--- config.mk ---
export PLATFORM = sky130hd
export DESIGN_NAME = angle_linearization_unit
export DESIGN_NICKNAME = d
export VERILOG_FILES = /design/src/common/angle_lin_pkg.sv /design/src/rtl/sine_approx.sv /design/src/rtl/angle_linearization_unit.sv
export SDC_FILE = /design/constraint.sdc
export NUM_CORES = 2
export LEC_CHECK = 0
export ABC_CLOCK_PERIOD_IN_PS = 20700
export BUFFER_PORTS_ARGS = -buffer_cell sky130_fd_sc_hd__buf_2
export CAP_MARGIN = 10
export CORE_ASPECT_RATIO = 0.6
export CORE_UTILIZATION = 30
export CTS_BUF_LIST = sky130_fd_sc_hd__clkbuf_2
export CTS_CLUSTER_DIAMETER = 150
export CTS_CLUSTER_SIZE = 12
export DETAILED_ROUTE_END_ITERATION = 16
export PLACE_DENSITY = 0.47
export SLEW_MARGIN = 15
export SYNTH_ARGS = -nofsm -noshare
export SYNTH_HDL_FRONTEND = slang
export SYNTH_SLANG_ARGS = --single-unit
--- constraint.sdc ---
create_clock -name ref_clk -period 20.7 [get_ports ref_clk]
set_input_delay 4.14 -clock ref_clk [delete_from_list [all_inputs] [get_ports ref_clk]]
set_output_delay 4.14 -clock ref_clk [all_outputs]
set_load 0.02 [all_outputs]
--- src/common/angle_lin_pkg.sv ---
// Constants shared by the angle linearization unit and its sine helper.
// Assumes angles are unsigned 16-bit fractions of one full rotation.
package angle_lin_pkg;
  localparam int ANGLE_W = 16;
  localparam int OUT_W = 12;
  localparam int SEG_COUNT = 16;
  localparam int SEG_BITS = 4;
  localparam int FRAC_W = ANGLE_W - SEG_BITS;
  localparam int HARM_COUNT = 15;
  // Coefficient store layout, one 16-bit word per location
  localparam logic [5:0] SEG_BASE = 6'h00;
  localparam logic [5:0] AMP_BASE = 6'h10;
  localparam logic [5:0] PHASE_BASE = 6'h1F;
  localparam logic [5:0] OPTION_ADDR = 6'h2E;
  localparam int COEF_WORDS = 47;
  localparam logic [5:0] LAST_ADDR = 6'h2E;
  // Option word fields
  localparam int OPT_HARM_BIT = 0;
  localparam int OPT_SEG_BIT = 1;
  localparam int OPT_SEL_LSB = 2;
  localparam logic [15:0] OPTION_RESET = 16'h0000;
  localparam logic [15:0] COEF_RESET = 16'h0000;
  // Segmented variants
  localparam logic [1:0] SEL_ABSOLUTE = 2'h0;
  localparam logic [1:0] SEL_OFFSET = 2'h1;
  // Mode shown on the status output
  localparam logic [1:0] MODE_NONE = 2'h0;
  localparam logic [1:0] MODE_HARM = 2'h1;
  localparam logic [1:0] MODE_SEG = 2'h2;
  // Q1.15 sine scaling
  localparam int SINE_FRAC = 15;
  localparam logic signed [15:0] SINE_MAX = 16'sh7FFF;
endpackage : angle_lin_pkg

--- src/rtl/sine_approx.sv ---
// Registered sine approximation for a 16-bit rotation phase, Q1.15 result.
// Assumes one new phase per clock; result appears one edge later.
`timescale 1ns/1ps
module sine_approx
  import angle_lin_pkg::*;
(
  // Clock and reset
  input wire logic ref_clk,
  input wire logic resetn,
  // Phase in, sine out
  input wire logic [ANGLE_W-1:0] phase,
  output logic signed [15:0] sine
);
  logic [14:0] halfFrac;
  logic [29:0] product;
  logic [16:0] magnitude;
  logic [15:0] magClamped;

  // Parabola 4u(1-u) per half turn: peak error near 5 %, traded for no table
  always_comb begin
    halfFrac = phase[14:0];
    product = {15'h0000, halfFrac} * {14'h0000, 16'h8000 - {1'b0, halfFrac}};
    magnitude = product[29:13];
    if (magnitude > {1'b0, SINE_MAX}) begin
      magClamped = SINE_MAX;
    end else begin
      magClamped = magnitude[15:0];
    end
  end

  always_ff @(posedge ref_clk or negedge resetn) begin
    if (!resetn) begin
      sine <= 16'sh0000;
    end else if (phase[15]) begin
      sine <= -$signed(magClamped);
    end else begin
      sine <= $signed(magClamped);
    end
  end
endmodule : sine_approx

--- src/rtl/angle_linearization_unit.sv ---
// Angle linearization stage: segmented or harmonic correction of a raw angle.
// Assumes a nonvolatile store that answers a read one clock after nvRead,
// and a host write port that is already decoded from the serial interface.
`timescale 1ns/1ps

module angle_linearization_unit
  import angle_lin_pkg::*;
#(
  parameter int NUM_HARM = HARM_COUNT
) (
  // Clock and reset
  input wire logic ref_clk,
  input wire logic resetn,
  // Raw angle in
  input wire logic angleValid,
  input wire logic [ANGLE_W-1:0] angleIn,
  output logic angleReady,
  // Corrected angle out
  output logic angleOutValid,
  output logic [ANGLE_W-1:0] angleOut,
  output logic [OUT_W-1:0] angleOut12,
  // Nonvolatile store read port
  output logic nvRead,
  output logic [5:0] nvAddr,
  input wire logic [15:0] nvData,
  // Host SRAM write port
  input wire logic coefWrite,
  input wire logic [5:0] coefAddr,
  input wire logic [15:0] coefData,
  // Status
  output logic initDone,
  output logic [1:0] activeMode
);
  typedef enum logic [2:0] {
    ST_LOAD, ST_IDLE, ST_SEG, ST_FACTOR, ST_OFFSET, ST_SINE, ST_TERM, ST_DONE
  } state_t;

  state_t state_reg;
  logic [15:0] coef_reg [COEF_WORDS];
  logic [5:0] loadAddr_reg;
  logic loadPending_reg;
  logic [ANGLE_W-1:0] angle_reg;
  logic [ANGLE_W-1:0] arg_reg;
  logic [3:0] harm_reg;
  logic signed [19:0] acc_reg;
  logic [ANGLE_W-1:0] result_reg;
  logic signed [15:0] sine;

  logic [15:0] optionWord;
  logic harmEnable;
  logic segEnable;
  logic [1:0] segSelect;
  logic [SEG_BITS-1:0] segIdx;
  logic [SEG_BITS-1:0] segNextIdx;
  logic [FRAC_W-1:0] segFrac;
  logic [15:0] segLow;
  logic [15:0] segHigh;
  logic signed [15:0] segDiff;
  logic signed [28:0] segProd;
  logic [15:0] segValue;
  logic signed [31:0] termProd;
  logic signed [19:0] term;

  // Wrapping product of harmonic index and angle, modulo one rotation
  function automatic logic [ANGLE_W-1:0] mulWrap(input logic [3:0] n,
                                                 input logic [ANGLE_W-1:0] a);
    logic [19:0] full;
    full = {16'h0000, n} * {4'h0, a};
    return full[ANGLE_W-1:0];
  endfunction : mulWrap

  // Option word steers the method choice
  always_comb begin
    optionWord = coef_reg[OPTION_ADDR];
    harmEnable = optionWord[OPT_HARM_BIT];
    segEnable = optionWord[OPT_SEG_BIT];
    segSelect = optionWord[OPT_SEL_LSB +: 2];
  end

  // Segment lookup and interpolation
  always_comb begin
    segIdx = angle_reg[ANGLE_W-1 -: SEG_BITS];
    segFrac = angle_reg[FRAC_W-1:0];
    segNextIdx = segIdx + 4'h1;
    segLow = coef_reg[SEG_BASE + {2'b00, segIdx}];
    segHigh = coef_reg[SEG_BASE + {2'b00, segNextIdx}];
    segDiff = $signed(segHigh - segLow);
    segProd = segDiff * $signed({1'b0, segFrac});
    segValue = segLow + 16'(segProd >>> FRAC_W);
  end

  // Harmonic term: amplitude times sine of the offset argument
  always_comb begin
    termProd = $signed(coef_reg[AMP_BASE + {2'b00, harm_reg} - 6'h01]) * sine;
    term = 20'(termProd >>> SINE_FRAC);
  end

  sine_approx u_sine (
    .ref_clk(ref_clk),
    .resetn(resetn),
    .phase(arg_reg),
    .sine(sine)
  );

  // Coefficient SRAM: filled from the store, then host writes apply live
  always_ff @(posedge ref_clk or negedge resetn) begin
    if (!resetn) begin
      for (int i = 0; i < COEF_WORDS; i++) begin
        coef_reg[i] <= (i == int'(OPTION_ADDR)) ? OPTION_RESET : COEF_RESET;
      end
    end else if (state_reg == ST_LOAD) begin
      if (loadPending_reg) begin
        coef_reg[loadAddr_reg] <= nvData;
      end
    end else if (coefWrite && coefAddr <= LAST_ADDR) begin
      coef_reg[coefAddr] <= coefData;
    end
  end

  // Start-up copy sequencer
  always_ff @(posedge ref_clk or negedge resetn) begin
    if (!resetn) begin
      nvRead <= 1'b0;
      nvAddr <= 6'h00;
      loadAddr_reg <= 6'h00;
      loadPending_reg <= 1'b0;
      initDone <= 1'b0;
    end else if (state_reg == ST_LOAD) begin
      loadPending_reg <= nvRead;
      loadAddr_reg <= nvAddr;
      if (!nvRead && !loadPending_reg) begin
        nvRead <= 1'b1;
      end else if (nvRead && nvAddr == LAST_ADDR) begin
        nvRead <= 1'b0;
      end else if (nvRead) begin
        nvAddr <= nvAddr + 6'h01;
      end
      if (loadPending_reg && loadAddr_reg == LAST_ADDR) begin
        initDone <= 1'b1;
      end
    end
  end

  // Method sequencer
  always_ff @(posedge ref_clk or negedge resetn) begin
    if (!resetn) begin
      state_reg <= ST_LOAD;
    end else begin
      unique case (state_reg)
        ST_LOAD: begin
          if (loadPending_reg && loadAddr_reg == LAST_ADDR) begin
            state_reg <= ST_IDLE;
          end
        end
        ST_IDLE: begin
          if (angleValid) begin
            if (harmEnable) begin
              state_reg <= ST_FACTOR;
            end else if (segEnable) begin
              state_reg <= ST_SEG;
            end else begin
              state_reg <= ST_DONE;
            end
          end
        end
        ST_SEG: state_reg <= ST_DONE;
        ST_FACTOR: state_reg <= ST_OFFSET;
        ST_OFFSET: state_reg <= ST_SINE;
        ST_SINE: state_reg <= ST_TERM;
        ST_TERM: begin
          if (harm_reg == 4'(NUM_HARM)) begin
            state_reg <= ST_DONE;
          end else begin
            state_reg <= ST_FACTOR;
          end
        end
        ST_DONE: state_reg <= ST_IDLE;
      endcase
    end
  end

  // Datapath: angle capture, harmonic loop, result
  always_ff @(posedge ref_clk or negedge resetn) begin
    if (!resetn) begin
      angle_reg <= 16'h0000;
      arg_reg <= 16'h0000;
      harm_reg <= 4'h0;
      acc_reg <= 20'sh00000;
      result_reg <= 16'h0000;
      activeMode <= MODE_NONE;
    end else begin
      unique case (state_reg)
        ST_IDLE: begin
          angle_reg <= angleIn;
          harm_reg <= 4'h1;
          acc_reg <= 20'sh00000;
          result_reg <= angleIn;
          if (angleValid) begin
            activeMode <= harmEnable ? MODE_HARM : (segEnable ? MODE_SEG : MODE_NONE);
          end
        end
        ST_SEG: begin
          if (segSelect == SEL_OFFSET) begin
            result_reg <= angle_reg + segValue;
          end else begin
            result_reg <= segValue;
          end
        end
        ST_FACTOR: arg_reg <= mulWrap(harm_reg, angle_reg);
        ST_OFFSET: arg_reg <= arg_reg + coef_reg[PHASE_BASE + {2'b00, harm_reg} - 6'h01];
        ST_TERM: begin
          acc_reg <= acc_reg + term;
          harm_reg <= harm_reg + 4'h1;
          if (harm_reg == 4'(NUM_HARM)) begin
            result_reg <= angle_reg + 16'(acc_reg + term);
          end
        end
        default: begin
        end
      endcase
    end
  end

  // Registered outputs
  always_ff @(posedge ref_clk or negedge resetn) begin
    if (!resetn) begin
      angleOutValid <= 1'b0;
      angleOut <= 16'h0000;
      angleOut12 <= 12'h000;
      angleReady <= 1'b0;
    end else begin
      angleOutValid <= (state_reg == ST_DONE);
      angleReady <= (state_reg == ST_IDLE && !angleValid) || state_reg == ST_DONE;
      if (state_reg == ST_DONE) begin
        angleOut <= result_reg;
        angleOut12 <= result_reg[ANGLE_W-1 -: OUT_W];
      end
    end
  end
endmodule : angle_linearization_unit

==> results.md <==
- Final hold vios: 0
- Final setup viols: 0
- Post-Syn Instances: around 8,500
- Die area: 276,000 µm²
- RSZ-0062 raised after global routing: false
- Vias in the first global route: about 67,000
- Worst skew pair latency: about 1.7 ns
- Port buffer count: 97
- Initial antenna violation count: just over 40
- Resize count post-CTS: 0
- Delay of the slowest critical-path stage: 1.00 ns
- Area delta synth->final: 6.39%
- CP Data Required Time: ~22 ns
- Fin Setup TNS: 0 ns
- Initial core utilization: a little under a third
- Max FFs per register: roughly 740
- Final min period: between 15 and 20 ns
- R2r startpoint: harm_reg[0]$_DFFE_PN0P_
- Crit path from: harm_reg[0]$_DFFE_PN0P_
- Multi-input gate area: around 55,000 µm²
- H-tree levels: 3
- Gr ovfl total: 0
- Core Area: 272,000 µm²
- Clock Path Buffers: 3
- Die Ht: 407 µm
- Chip width: 677 µm
- Slew @ Worst Pin: between 1 and 1.5 ns
- Async SR Flop Fraction: 100%
- Fin util: 32.1%
- # rows: 148
- Yosys reg bits: between 800 and 900
- Reg2Reg Depth: 48
- Fin Clk Skew: approximately 0.23 ns
- Fill count: around 28,000
- Final worst setup slack: ~5 ns
- Pleak: 35.6 nW
- CP Capture Point: result_reg[15]$_DFFE_PN0P_
- Layout cells sized above 1: about 14%
- Distinct cells, synth: 80
- Clock slew at reported path FFs: 0.34 ns
- Hold buffer count at CTS: 0
- Post-Syn Area per Cell: just under 10 µm²
- Final period utilization: about three quarters
- Crit path buf inv count: 8
- YS warnings: 0
- Largest net degree at the start of global routing: around 170
- Vias: between 60,000 and 70,000
- Most used DFF post-synth: dfrtp_1
- GRT Total Usage: 24.6%
- Post-Place Worst Slack: 5.06 ns
- FMAX: 0.0637 GHz
- Io pins: between 90 and 100
- Post-synthesis instance area: approximately 80,000 µm²
- R2R setup slack: about 5.0 ns
- Drt pass-1 iters: 6
- Critical Path Start Type: flip-flop
- Worst VDD drop: 0.102 mV
- Routed vias/inst: 5.77
- Initial DRC Count: between 8,000 and 9,000
- Critical path data arrival time: around 17 ns
- Sequential area share after synthesis: 26.6%
- Crit path max-delay cell type: dfrtp_4
- Setup bufs post-CTS: 0
- PD cells: roughly 55 nW/µm²
- CP most frequent cell: fa_1
- CTS tree: built
- Post-DRT Antenna Nets: 0
- Slew Limit Fails: 0
- Routability cong.: approximately 0.95
- CP top delay family: adder cells
- Crit end category: flip-flop
- WL per Instance: 29.1 µm
- Status: finished clean
- Sequential cell area: 21,900 µm²
- First-pass GRT wire length: 499 mm
- CTS buffer count: 83
- Critical path peak fanout: between 60 and 70
- Worst reg2reg path endpoint: result_reg[15]$_DFFE_PN0P_
- Nets: between 9,000 and 10,000
- WL final: 345 mm
- Crit. path cell count: 48
- HPWL Detailed: 235 mm
- Post-synth EDFFs: 0
- Min Hold Slack: around 0.45 ns
- DRC: 0
- Type of the worst setup path: reg -> reg
- CTS Root Cell: clkbuf_2
- Hold WC Path Type: reg -> reg
- # clock sinks: 874
- MaxCap Viol Count: 0
- Slew headroom: 12.5%
[layout make-up]
class                           count  share of cell area, %
Clock buffer                       87                  0.499
Timing Repair Buffer              338                   2.75
Antenna cell                        9                 0.0258
Sequential cell                   874                   25.1
Tap cell                         3600                   5.16
Inverter                          798                   3.43
Multi-Input combinational cell   6127                   62.9
Clock inverter                      9                  0.135
[worst min path at each step]
stage / from / to / cells past startpoint
floorplan: coef_reg[351]$_DFFE_PN0P_ / coef_reg[351]$_DFFE_PN0P_ / 2
global placement: initDone$_DFFE_PN0P_ / initDone$_DFFE_PN0P_ / 1
detailed placement: initDone$_DFFE_PN0P_ / initDone$_DFFE_PN0P_ / 1
CTS: result_reg[4]$_DFFE_PN0P_ / angleOut[4]$_DFFE_PN0P_ / 1
global route: result_reg[4]$_DFFE_PN0P_ / angleOut[4]$_DFFE_PN0P_ / 1
finish: result_reg[4]$_DFFE_PN0P_ / angleOut[4]$_DFFE_PN0P_ / 1
[through the flow]
step / instances / cell area (µm²) / power (mW)
finish: 11800 / 87300 / 4.82
floorplan: 8539 / 82100 / 3.39
global placement: 11700 / 86700 / 3.95
CTS: 11800 / 87200 / 4.81
detailed placement: 11700 / 86700 / 3.98
global route: 11800 / 87300 / 5.12
[synth_stat cells, types with 165 or more instances]
cell	number	area share [%]
clkbuf_1	607	2.8
nor2_1	244	1.1
inv_1	797	3.6
o21ai_0	866	5.3
nand2b_1	165	1.3
a22oi_1	761	7.0
ha_1	360	5.5
nand2_1	1266	5.8
fa_1	637	16
dfrtp_1	874	27
mux4_2	484	13
[cells in the final DEF (no fill, tap or decap), types with 31 or more instances in the layout]
master       n
a22oi_1    761
dfrtp_1    869
nor2_1     216
a21o_1      55
nand2_1   1266
a21oi_1    129
nor3_1      89
fa_1       637
ha_1       357
mux2i_1     31
buf_2       96
nand2b_1   165
xnor2_1    118
mux4_2     484
inv_1      797
nor2b_1    159
nand3_1     75
buf_4      234
clkbuf_2    87
o21ai_0    857
mux2_2      57
and2_1     126
xor2_1      41
[per-layer routing]
layer	share of wire, %	GRT usage, %	wire length, µm
met2	37	31.1	128000
met3	15	11.2	51100
met1	46	37.3	158000
met4	2.4	5.39	8310
met5	0.023	0	78
[report_power, final]
group / internal, mW / switching (mW) / total [mW]
clock network: 0.133 / 0.687 / 0.820
registers: 1.74 / 0.0891 / 1.83
logic: 0.875 / 1.30 / 2.17
total: 2.75 / 2.07 / 4.82
[kinds of logic after synthesis]
logic type / Yosys count / share of synthesized area, %
flops: 874 / 26.6
fa+ha+maj: 997 / 21.0
simple gates: 2313 / 12.9
xor+xnor: 168 / 1.82
other cells: 2 / 0.00915
buf+inv: 1538 / 7.15
compound gates: 2059 / 15.8
mux: 576 / 14.6
[worst register-to-register path, delay by kind of cell (launching register included)]
| kind | cells | cell delay, ns |
|---|---|---|
| adders and majority gates | 11 | 5.17 |
| AOI/OAI and AO/OA | 13 | 3.45 |
| and+or+nand+nor | 11 | 2.31 |
| buffers and inverters | 8 | 1.97 |
| muxes | 2 | 1.17 |
| DFF | 1 | 1.00 |
| xor gates and xnor gates | 3 | 0.59 |
(Power assumes the default switching activity.)
